## config.mk

```make
export PLATFORM = sky130hd
export DESIGN_NAME = xmk_keeper
export DESIGN_NICKNAME = d
export VERILOG_FILES = /design/src/xmk_pkg.sv /design/src/xmk_hi_pin.sv /design/src/xmk_keeper.sv
export SDC_FILE = /design/constraint.sdc
export NUM_CORES = 1
export LEC_CHECK = 0
export BUFFER_PORTS_ARGS = -buffer_cell sky130_fd_sc_hd__buf_2
export CORE_ASPECT_RATIO = 1.5
export CORE_UTILIZATION = 35
export CTS_CLUSTER_DIAMETER = 150
export CTS_CLUSTER_SIZE = 30
export DETAILED_ROUTE_END_ITERATION = 12
export PLACE_DENSITY = 0.67
export REMOVE_ABC_BUFFERS = 1
export SLEW_MARGIN = 20
export SYNTH_ARGS = -nofsm -noshare
export SYNTH_HDL_FRONTEND = slang
export SYNTH_SLANG_ARGS = --single-unit
```

## constraint.sdc

```tcl
create_clock -name CLOCK -period 2.2 [get_ports CLOCK]
set_clock_uncertainty 0.2 [all_clocks]
set_input_delay 0.22 -clock CLOCK [delete_from_list [all_inputs] [get_ports CLOCK]]
set_output_delay 0.22 -clock CLOCK [all_outputs]
set_load 0.005 [all_outputs]
```

## src/xmk_pkg.sv

```systemverilog
// Purpose: shared constants and types for the external memory high mask keeper
// Assumes: 16-bit data address space, 8-bit data, Avalon-MM register slave
// Notes: register word at byte address 0x6c; control bits of own choice at 0x70
package xmk_pkg;
    localparam logic [7:0] XMK_CTRL_B_ADDR = 8'h6c;
    localparam logic [7:0] XMK_CTRL_A_ADDR = 8'h70;
    localparam int XMK_BK_BIT = 7;
    localparam int XMK_EN_BIT = 0;
    localparam int XMK_COMPAT_BIT = 1;
    localparam logic [7:0] XMK_CTRL_B_RMASK = 8'h87;
    localparam logic [7:0] XMK_CTRL_A_RMASK = 8'h03;
    localparam logic [7:0] XMK_RESET = 8'h00;
    localparam logic [15:0] XMK_INT_LIMIT = 16'h1100;
    localparam logic [15:0] XMK_INT_LIMIT_COMPAT = 16'h1000;
    localparam int XMK_CYCLE_LEN = 3;

    typedef struct packed {
        logic [7:0] address;
        logic read;
        logic write;
        logic [31:0] writedata;
    } xmk_avl_req_type;

    typedef struct packed {
        logic [31:0] readdata;
        logic waitrequest;
    } xmk_avl_rsp_type;

    typedef struct packed {
        logic [15:0] addr;
        logic rd;
        logic wr;
        logic [7:0] wdata;
    } xmk_cpu_req_type;

    typedef enum logic [1:0] {XMK_IDLE, XMK_ADDR, XMK_STROBE, XMK_DONE} xmk_state_type;
endpackage

```

## src/xmk_hi_pin.sv

```systemverilog
// Purpose: one high-address pin mux between address bit and port register
// Assumes: mask count is the number of released pins from the top, all eight at seven
// Notes: combinational; registered at top level
`timescale 1ns/1ps
module xmk_hi_pin #(
    parameter int INDEX = 0
) (
    // select
    input wire logic mem_en,
    input wire logic [2:0] mask,
    // data
    input wire logic addr_bit,
    input wire logic port_bit,
    input wire logic port_dir,
    output logic pin_out,
    output logic pin_oe
);
    logic [3:0] driven_bits;
    logic released;
    always_comb begin
        // value 7 releases all pins, others drive 8 minus value
        driven_bits = (mask == 3'h7) ? 4'h0 : 4'(4'h8 - {1'b0, mask});
        released = (4'(INDEX) >= driven_bits);
        if (mem_en && !released) begin
            pin_out = addr_bit;
            pin_oe = 1'b1;
        end else begin
            pin_out = port_bit;
            pin_oe = port_dir;
        end
    end
endmodule // xmk_hi_pin

```

## src/xmk_keeper.sv

```systemverilog
// Overview of operation
// RL1: keeper on holds last driven low address/data level while lines float.
// RL2: keeper works whether or not the external memory interface is enabled.
// RL3: control bits six to three read zero; software writes zeros there.
// RL4: enabled with mask zero drives all eight high pins with address.
// RL5: mask value sets driven high bits: 8,7..2, none at seven.
// RL6: released high pins output port data register value instead.
// RL7: addresses below 4,352 are internal and start no external cycle.
// RL8: full address goes unchanged onto the external address lines.
// RL9: software with 32 KB memory avoids addresses above 0x90FF.
// RL10: compatibility mode makes internal space 4,096 bytes, external from 0x1000.
// RL11: enable switches memory pins to memory functions, clear restores ports.
// RL12: new mask value applies from the next external cycle.
//
// Purpose: external memory control register B, high mask and keeper
// Assumes: single clock, CPU request held until done pulse
// Notes: mask is latched at cycle start so a write cannot disturb a cycle
//
// Design decision made here: the Avalon-MM slave port.
`timescale 1ns/1ps
module xmk_keeper
    import xmk_pkg::*;
(
    // clock and reset
    input wire logic CLOCK,
    input wire logic SRST,
    // register bus
    input wire xmk_pkg::xmk_avl_req_type AVL_REQ,
    output xmk_pkg::xmk_avl_rsp_type AVL_RSP,
    // cpu data access
    input wire xmk_pkg::xmk_cpu_req_type CPU_REQ,
    output logic CPU_EXT_SEL,
    output logic CPU_DONE,
    output logic [7:0] CPU_RDATA,
    // port registers
    input wire logic [7:0] PORTA_DATA,
    input wire logic [7:0] PORTA_DIR,
    input wire logic [7:0] PORTC_DATA,
    input wire logic [7:0] PORTC_DIR,
    input wire logic [2:0] PORTG_DATA,
    input wire logic [2:0] PORTG_DIR,
    // low address/data pins
    input wire logic [7:0] AD_IN,
    output logic [7:0] AD_OUT,
    output logic [7:0] AD_OE,
    output logic [7:0] AD_KEEP,
    // high address pins
    output logic [7:0] HI_OUT,
    output logic [7:0] HI_OE,
    // strobes: bit 0 write, 1 read, 2 latch
    output logic [2:0] STB_OUT,
    output logic [2:0] STB_OE
);
    import xmk_pkg::*;

    // ****************************************
    // state
    // ****************************************
    typedef struct packed {
        logic bk_en;
        logic [2:0] mask;
        logic mem_en;
        logic compat;
        logic [2:0] cyc_mask;
        xmk_state_type st;
        logic [15:0] addr;
        logic wr;
        logic [7:0] wdata;
        logic [7:0] rdata;
        logic done;
        logic [7:0] ad_last;
        logic [31:0] avl_rdata;
        logic avl_ack;
        logic [7:0] hi_out;
        logic [7:0] hi_oe;
    } xmk_state_all_type;

    xmk_state_all_type s_reg, s_next;
    logic [7:0] hi_pin_out, hi_pin_oe;
    logic [15:0] limit;
    logic ext_hit;
    logic avl_req;
    logic [7:0] ad_drive, ad_oe_c;
    logic [2:0] stb_c;

    // ****************************************
    // high address pin muxes
    // ****************************************
    for (genvar i = 0; i < 8; i++) begin : g_hi
        xmk_hi_pin #(.INDEX(i)) u_pin (
            .mem_en(s_reg.mem_en), // RL4
            .mask(s_reg.st == XMK_IDLE ? s_reg.mask : s_reg.cyc_mask), // RL5 RL12
            .addr_bit(s_reg.addr[8 + i]), // RL8
            .port_bit(PORTC_DATA[i]), // RL6
            .port_dir(PORTC_DIR[i]),
            .pin_out(hi_pin_out[i]),
            .pin_oe(hi_pin_oe[i])
        );
    end

    // ****************************************
    // next state
    // ****************************************
    always_comb begin
        s_next = s_reg;
        s_next.done = 1'b0;
        s_next.avl_ack = 1'b0;
        limit = s_reg.compat ? XMK_INT_LIMIT_COMPAT : XMK_INT_LIMIT; // RL10
        ext_hit = s_reg.mem_en && (CPU_REQ.addr >= limit); // RL7
        avl_req = (AVL_REQ.read || AVL_REQ.write) && !s_reg.avl_ack;

        // register slave: one wait cycle, then ack
        if (avl_req) begin
            s_next.avl_ack = 1'b1;
            if (AVL_REQ.write) begin
                if (AVL_REQ.address == XMK_CTRL_B_ADDR) begin
                    s_next.bk_en = AVL_REQ.writedata[XMK_BK_BIT]; // RL1
                    s_next.mask = AVL_REQ.writedata[2:0];
                end else if (AVL_REQ.address == XMK_CTRL_A_ADDR) begin
                    s_next.mem_en = AVL_REQ.writedata[XMK_EN_BIT]; // RL11
                    s_next.compat = AVL_REQ.writedata[XMK_COMPAT_BIT];
                end
            end else begin
                if (AVL_REQ.address == XMK_CTRL_B_ADDR) begin
                    // reserved bits forced to zero
                    s_next.avl_rdata = {24'h0, {s_reg.bk_en, 4'h0, s_reg.mask}
                        & XMK_CTRL_B_RMASK}; // RL3
                end else if (AVL_REQ.address == XMK_CTRL_A_ADDR) begin
                    s_next.avl_rdata = {24'h0, {6'h0, s_reg.compat, s_reg.mem_en}
                        & XMK_CTRL_A_RMASK};
                end else begin
                    s_next.avl_rdata = 32'h0;
                end
            end
        end

        // external cycle
        case (s_reg.st)
            XMK_IDLE: begin
                if ((CPU_REQ.rd || CPU_REQ.wr) && ext_hit && !s_reg.done) begin
                    s_next.addr = CPU_REQ.addr; // RL8
                    s_next.wr = CPU_REQ.wr;
                    s_next.wdata = CPU_REQ.wdata;
                    s_next.cyc_mask = s_reg.mask; // RL12
                    s_next.st = XMK_ADDR;
                end
            end
            XMK_ADDR: s_next.st = XMK_STROBE;
            XMK_STROBE: begin
                if (!s_reg.wr) begin
                    s_next.rdata = AD_IN;
                end
                s_next.st = XMK_DONE;
            end
            XMK_DONE: begin
                s_next.done = 1'b1;
                s_next.st = XMK_IDLE;
            end
            default: s_next.st = XMK_IDLE;
        endcase

        // hold last driven level for the keeper
        if (ad_oe_c != 8'h00) begin
            s_next.ad_last = ad_drive; // RL1
        end
        s_next.hi_out = hi_pin_out;
        s_next.hi_oe = hi_pin_oe;

        if (SRST) begin
            s_next = '0;
            s_next.st = XMK_IDLE;
        end
    end

    always_ff @(posedge CLOCK) begin
        s_reg <= s_next;
    end

    // ****************************************
    // pin drive
    // ****************************************
    always_comb begin
        if (s_reg.mem_en) begin // RL11
            ad_oe_c = (s_reg.st == XMK_ADDR || (s_reg.st != XMK_IDLE && s_reg.wr))
                ? 8'hff : 8'h00;
            ad_drive = (s_reg.st == XMK_ADDR) ? s_reg.addr[7:0] : s_reg.wdata;
            stb_c[0] = !(s_reg.st == XMK_STROBE && s_reg.wr);
            stb_c[1] = !(s_reg.st == XMK_STROBE && !s_reg.wr);
            stb_c[2] = (s_reg.st == XMK_ADDR);
            STB_OE = 3'h7;
        end else begin
            ad_oe_c = PORTA_DIR;
            ad_drive = PORTA_DATA;
            stb_c = PORTG_DATA;
            STB_OE = PORTG_DIR;
        end
    end

    assign AD_OUT = (ad_oe_c != 8'h00) ? ad_drive : s_reg.ad_last;
    assign AD_OE = ad_oe_c;
    // keeper independent of enable
    assign AD_KEEP = s_reg.bk_en ? ~ad_oe_c : 8'h00; // RL1 RL2
    assign STB_OUT = stb_c;
    assign HI_OUT = s_reg.hi_out;
    assign HI_OE = s_reg.hi_oe;
    assign CPU_EXT_SEL = ext_hit;
    assign CPU_DONE = s_reg.done;
    assign CPU_RDATA = s_reg.rdata;
    assign AVL_RSP.readdata = s_reg.avl_rdata;
    assign AVL_RSP.waitrequest = (AVL_REQ.read || AVL_REQ.write) && !s_reg.avl_ack;
endmodule // xmk_keeper

```

== After elaboration in Yosys (flattened, before gate mapping) ==
Cells that the tools add are included.

* Register bits after elaboration: 78
* Bits of input ports: 116
* Output and inout bits: 89
* Word-level logic and storage cells: 109

* $add $sub $neg: 1
* $lt $le $gt $ge: 9
* Equal/unequal tests: 7
* Mux-type cells: 33
* Bitwise gates (word level): 4
* Reduce and logical (&&, ||, !) cells: 39

{| class="wikitable"
|+ Operators by type and width
! operator !! number
|-
| $mux 8 || 7
|-
| $mux 27 || 1
|-
| $mux 1 || 18
|-
| $eq 8x7->1 const B || 2
|-
| $ge 16x13->1 || 1
|-
| $ge 3x4->1 const A || 4
|-
| $logic_and 1x1->1 || 15
|-
| $logic_not 1->1 || 13
|-
| $mux 3 || 3
|-
| $mux 9 || 1
|-
| $ge 1x4->1 const A || 2
|-
| $ge 2x4->1 const A || 2
|-
| $not 8->8 || 1
|-
| $pmux 2 s4 || 1
|-
| $reduce_bool 8->1 || 1
|-
| $reduce_and 2->1 || 3
|-
| $eq 2x2->1 const B || 2
|-
| $mux 4 || 1
|-
| $reduce_and 4->1 || 1
|-
| $sub 4x3->4 const A || 1
|-
| $eq 3x3->1 const B || 1
|-
| $logic_or 1x1->1 || 3
|-
| $not 1->1 || 3
|-
| $reduce_and 3->1 || 1
|-
| 5 further kinds || 5
|}

== Logic depth before layout (Yosys ltp) ==
* Depth after elaboration: 8
* Gate-level depth with buffers: 11
* Mapped depth without buffers: 10

== Cells and area by module ==
Synthesis repeated with hierarchy kept, for this count alone.

* Cells, all modules: 470
* Area, all modules: 4119.0 um^2

{| class="wikitable"
|+ Modules (own cells, without submodules)
! module !! times used !! cells an instance !! area each (um^2) !! seq. area each (um^2)
|-
| xmk_keeper || 1 || 411 || 3622.2 || 1481.4
|-
| xmk_hi_pin at g_hi[4].u_pin || 1 || 11 || 88.8 || 0.0
|-
| xmk_hi_pin at g_hi[5].u_pin || 1 || 11 || 87.6 || 0.0
|-
| xmk_hi_pin at g_hi[0].u_pin || 1 || 11 || 85.1 || 0.0
|-
| xmk_hi_pin at g_hi[1].u_pin || 1 || 11 || 80.1 || 0.0
|-
| xmk_hi_pin at g_hi[3].u_pin || 1 || 6 || 47.5 || 0.0
|-
| xmk_hi_pin at g_hi[7].u_pin || 1 || 3 || 41.3 || 0.0
|-
| xmk_hi_pin at g_hi[6].u_pin || 1 || 3 || 33.8 || 0.0
|-
| xmk_hi_pin at g_hi[2].u_pin || 1 || 3 || 32.5 || 0.0
|}

== Worst setup path after synthesis ==
Ideal clock, no wire load.

* Path type: reg-to-reg
* Start: register s_reg[92] in the netlist's numbering
* End: register s_reg, in the netlist HI_OUT[3]
* Setup time: 0.128 ns
* Arrival: 1.985 ns
* Required time: 1.872 ns
* Path slack: -0.112 ns
* Stages on the path, launching flop included: 11
* Buffers on the path: 1
* Period minus slack after synthesis: 2.312 ns
* Cell sequence: dfxtp_1 inv_1 ha_1 buf_2 mux2_2 inv_1 ha_1 mux2i_1 o21ai_1 mux2i_1 nor2_1

* Word-level cells in the longest chain between the ends: 8
* Elaborated cells between the ends (all ways): 9
* Classes of those cells: add/sub (1); order compare (1); eq/ne (1); mux (3); reduce/logical (3)

{| class="wikitable"
|+ RTL lines
! what !! line !! text
|-
| from (decl) || xmk_keeper.sv:78 || <nowiki>xmk_state_all_type s_reg, s_next;</nowiki>
|-
| from (signal assigned) || xmk_keeper.sv:176 || <nowiki>s_reg <= s_next;</nowiki>
|-
| $logic_not 2->1 (*) || xmk_keeper.sv:92 || <nowiki>.mask(s_reg.st == XMK_IDLE ? s_reg.mask : s_reg.cyc_mask),</nowiki>
|-
| $mux 3 (*) || xmk_keeper.sv:92 ||
|-
| $sub 4x3->4 / $eq 3x3->1 (equally long branches) || xmk_hi_pin.sv:22 || <nowiki>driven_bits = (mask == 3'h7) ? 4'h0 : 4'(4'h8 - {1'b0, mask});</nowiki>
|-
| $mux 4 (*) || xmk_hi_pin.sv:22 ||
|-
| $ge 2x4->1 (*) || xmk_hi_pin.sv:23 || <nowiki>released = (4'(INDEX) >= driven_bits);</nowiki>
|-
| $logic_not 1->1 (*) || xmk_hi_pin.sv:24 || <nowiki>if (mem_en && !released) begin</nowiki>
|-
| $logic_and 1x1->1 (*) || xmk_hi_pin.sv:24 ||
|-
| $mux 1 (*) || xmk_hi_pin.sv:24 ||
|}

Every way passes the cells marked *; elsewhere a longest branch is shown, timed or not.
A chain may end at the register's enable or synchronous reset.

== Worst setup path in the final report ==
* Start: register s_reg[92] in the netlist's numbering
* End: output AD_OUT[4]

* Word-level cells in the longest chain between the ends: 7
* Elaborated cells between the ends (all ways): 10
* Classes of those cells: eq/ne (1); mux (5); reduce/logical (4)

{| class="wikitable"
|+ RTL lines
! what !! line !! text
|-
| $reduce_bool 2->1 || xmk_keeper.sv:184 || <nowiki>ad_oe_c = (s_reg.st == XMK_ADDR || (s_reg.st != XMK_IDLE && s_reg.wr))</nowiki>
|-
| $logic_and 1x1->1 || xmk_keeper.sv:184 ||
|-
| $logic_or 1x1->1 || xmk_keeper.sv:184 ||
|-
| $mux 8 || xmk_keeper.sv:185 || <nowiki>? 8'hff : 8'h00;</nowiki>
|-
| $mux 8 || xmk_keeper.sv:183 || <nowiki>if (s_reg.mem_en) begin</nowiki>
|-
| $reduce_bool 8->1 || xmk_keeper.sv:199 || <nowiki>assign AD_OUT = (ad_oe_c != 8'h00) ? ad_drive : s_reg.ad_last;</nowiki>
|-
| $mux 8 (*) || n/a ||
|-
| to (decl) || xmk_keeper.sv:44 || <nowiki>output logic [7:0] AD_OUT,</nowiki>
|}

Marked as above.

==> metrics.md <==
| Metric | Value |
|---|---|
| Hold Vio Cnt, Final | `0` |
| Mapped Area | `3850 sq um` |
| Min Tclk post-route | `about 2.2 ns` |
| CTS tree | `yes` |
| Total grt overflow | `0` |
| DRT Pass-1 Iters | `4` |
| Nets | `just under 800` |
| RSZ-0062 raised after global routing | `true` |
| Routability cong. | `0.824` |
| DRC violations left | `0` |
| Top_reg_cell synth | `dfxtp_1` |
| Global-route wire length before repair | `15200 microns` |
| Crit Reg-Reg Startpoint | `s_reg[91]` |
| FF-to-FF path depth | `10` |
| Rows | `46` |
| Endpoints failing setup | `0` |
| Reg2reg setup slack | `0.05 ns` |
| Diode count | `0` |
| Startpoint types | `flop` |
| Yosys reg bits | `74` |
| Total power | `0.00322 W` |
| I/O Buffers | `~150` |
| Worst R2R End | `HI_OUT[3]` |
| Hold_sp | `AVL_REQ[32]` |
| Hold path depth | `3` |
| Fraction of layout instances using a drive strength above 1 | `38.2%` |
| Skew-Pair Late Insertion Delay | `~0.33 ns` |
| FMAX | `459 MHz` |
| Post-synth EDFFs | `0` |
| WHS | `0.00375 ns` |
| Max cap viols | `0` |
| DPL Wire Length | `7200 microns` |
| WHS Endpoint | `s_reg[16]` |
| Clk root buf | `clkbuf_16` |
| Cells after Synth | `456` |
| Seq/Total Area, Yosys | `about two fifths` |
| Overall routing resource usage | `17.4%` |
| Slew Limit Fails | `0` |
| CTS Buf Count | `9` |
| Status | `completed` |
| P&R area growth vs syn | `50.0%` |
| Hold WC Path Type | `primary input to flop` |
| Num Clock Sinks | `74` |
| FFs w/ async S/R, synth | `0%` |
| Clock buffer depth | `2` |
| Peak supply drop | `0.375 mV` |
| Synthesis Warnings | `0` |
| Synthesized area per cell | `between 8 and 9 sq um` |
| Final worst path period share | `99.0%` |
| P per Cell Area | `558 nW/um^2` |
| Final WL | `about 10000 microns` |
| Initial antenna violation count | `0` |
| CP endpoint kind | `primary output` |
| First DRT Iteration DRCs | `82` |
| Routed Antenna Nets | `0` |
| H-tree levels | `3` |
| Post-synth cell types | `43` |
| Reg clk slew, reported paths | `about 0.060 ns` |
| # fillers | `just over 900` |
| Worst EP arrival | `1.76 ns` |
| Worst path required time | `between 1.5 and 2 ns` |
| CORE AREA | `approximately 11000 sq um` |
| Die width | `87.7 microns` |
| CP Class | `flop to primary output` |
| Initial Util | `36.2%` |
| Pin count of the biggest net entering global routing | `39` |
| Die area | `about 11000 sq um` |
| Worst Path Max Fanout | `5` |
| Leak Pwr | `between 2 and 3 nW` |
| Vias in the first global route | `3354` |
| Die Y-Extent | `130 microns` |
| Avg Vias per Cell | `4.53` |
| Ports | `between 200 and 250` |
| Via Count | `about 3600` |
| Max reg flops | `between 40 and 50` |
| Routed len/inst | `13.0 microns` |
[kinds of logic after synthesis]
logic type,count (synthesis),synth area share [%]
fa+ha+maj,8,2.60
mux,52,13.6
buf+inv,100,16.4
compound gates,71,10.9
other cells,1,0.0974
simple gates,150,18.0
flops,74,38.5
[area by class of cell]
type | instances | area (sq um) | share of cell area, %
clock buffer | 9 | 225 | 3.90
clock inverter | 5 | 81.3 | 1.41
inverter | 21 | 78.8 | 1.36
multi-input combinational | 309 | 2100 | 36.4
sequential | 74 | 1490 | 25.8
tap | 144 | 180 | 3.12
timing repair buffer | 236 | 1620 | 28.0
[critical path, stage by stage, from the launching register on]
cell and delay [ns]:
dfxtp_2 0.33, inv_2 0.07, buf_6 0.11, ha_4 0.15
buf_12 0.14, mux2i_2 0.24, nand2_1 0.10, o221ai_2 0.08
nand2_1 0.08, buf_2 0.13
[power breakdown]
group	internal, W	switching [W]
clock network	0.000979	0.000540
logic	0.000191	0.000144
registers	0.00136	0.00000651
total	0.00253	0.000690
[worst max path at each step]
stage                 endpoint   startpoint  slack, ns
floorplan            s_reg[66]    s_reg[97]      -0.74
global placement     s_reg[80]  CPU_REQ[18]      -0.07
detailed placement   s_reg[72]  CPU_REQ[18]      -0.10
CTS                  AD_OUT[3]    s_reg[97]      -0.02
global route        AD_KEEP[3]    s_reg[92]      -0.05
finish               AD_OUT[4]    s_reg[92]       0.02
[stage by stage]
step / worst slack, ns / cells / instance area [sq um] / util, % / setup TNS, ns
2_1_floorplan: -0.737 / 404 / 3400 / - / -24.99
3_3_place_gp: -0.0721 / 721 / 4540 / 42.7 / -1.68
3_5_place_dp: -0.101 / 721 / 4540 / 42.7 / -1.75
4_1_cts: -0.0241 / 791 / 5530 / 52.0 / -0.0743
5_1_grt: -0.0519 / 798 / 5780 / 54.2 / -0.381
6_report: 0.0212 / 798 / 5780 / 54.2 / 0
[cells in the final DEF (no fill, tap or decap), drive strengths merged, types with 10 or more instances in the layout]
master,netlist,final
dlygate4sd3,0,54
dfxtp,74,74
nand2,52,52
inv,21,21
buf,62,181
clkbuf,17,10
mux2i,50,50
nor2,57,57
conb,1,28
o21ai,14,14
a21oi,38,38
[per-layer routing]
layer | wire length [microns] | track usage [%]
met1 | 4100 | 18.2
met2 | 5640 | 32.8
met3 | 430 | 3.39
met4 | 203 | 8.20
met5 | 0 | 0
[cells in the mapped netlist (3+ instances only)]
| master | instances | share of area, % |
|---|---|---|
| o21ai_0 | 8 | 1.0 |
| ha_1 | 8 | 2.6 |
| clkbuf_1 | 17 | 1.7 |
| mux2i_1 | 50 | 13 |
| a21oi_1 | 38 | 4.9 |
| and2_1 | 3 | 0.49 |
| o21ai_1 | 6 | 0.78 |
| nand3_1 | 6 | 0.78 |
| buf_4 | 57 | 11 |
| inv_1 | 21 | 2.0 |
| dfxtp_1 | 74 | 38 |
| nand2_1 | 52 | 5.1 |
| o221ai_1 | 8 | 1.8 |
| nor3_1 | 3 | 0.39 |
| nor2_1 | 57 | 5.6 |
| or2_2 | 3 | 0.49 |
| nand2b_1 | 9 | 1.5 |
| nor2b_1 | 3 | 0.49 |
[timing repair]
action	4_1_cts	5_1_grt
gates cloned	0	2
hold buffers	54	0
pin swaps	3	12
endpoints found under the setup margin	47	42
buffers inserted	3	5
resized for setup	24	44
hold endpoints to repair	56	0
Note: power is estimated with default switching activity, not from simulation.
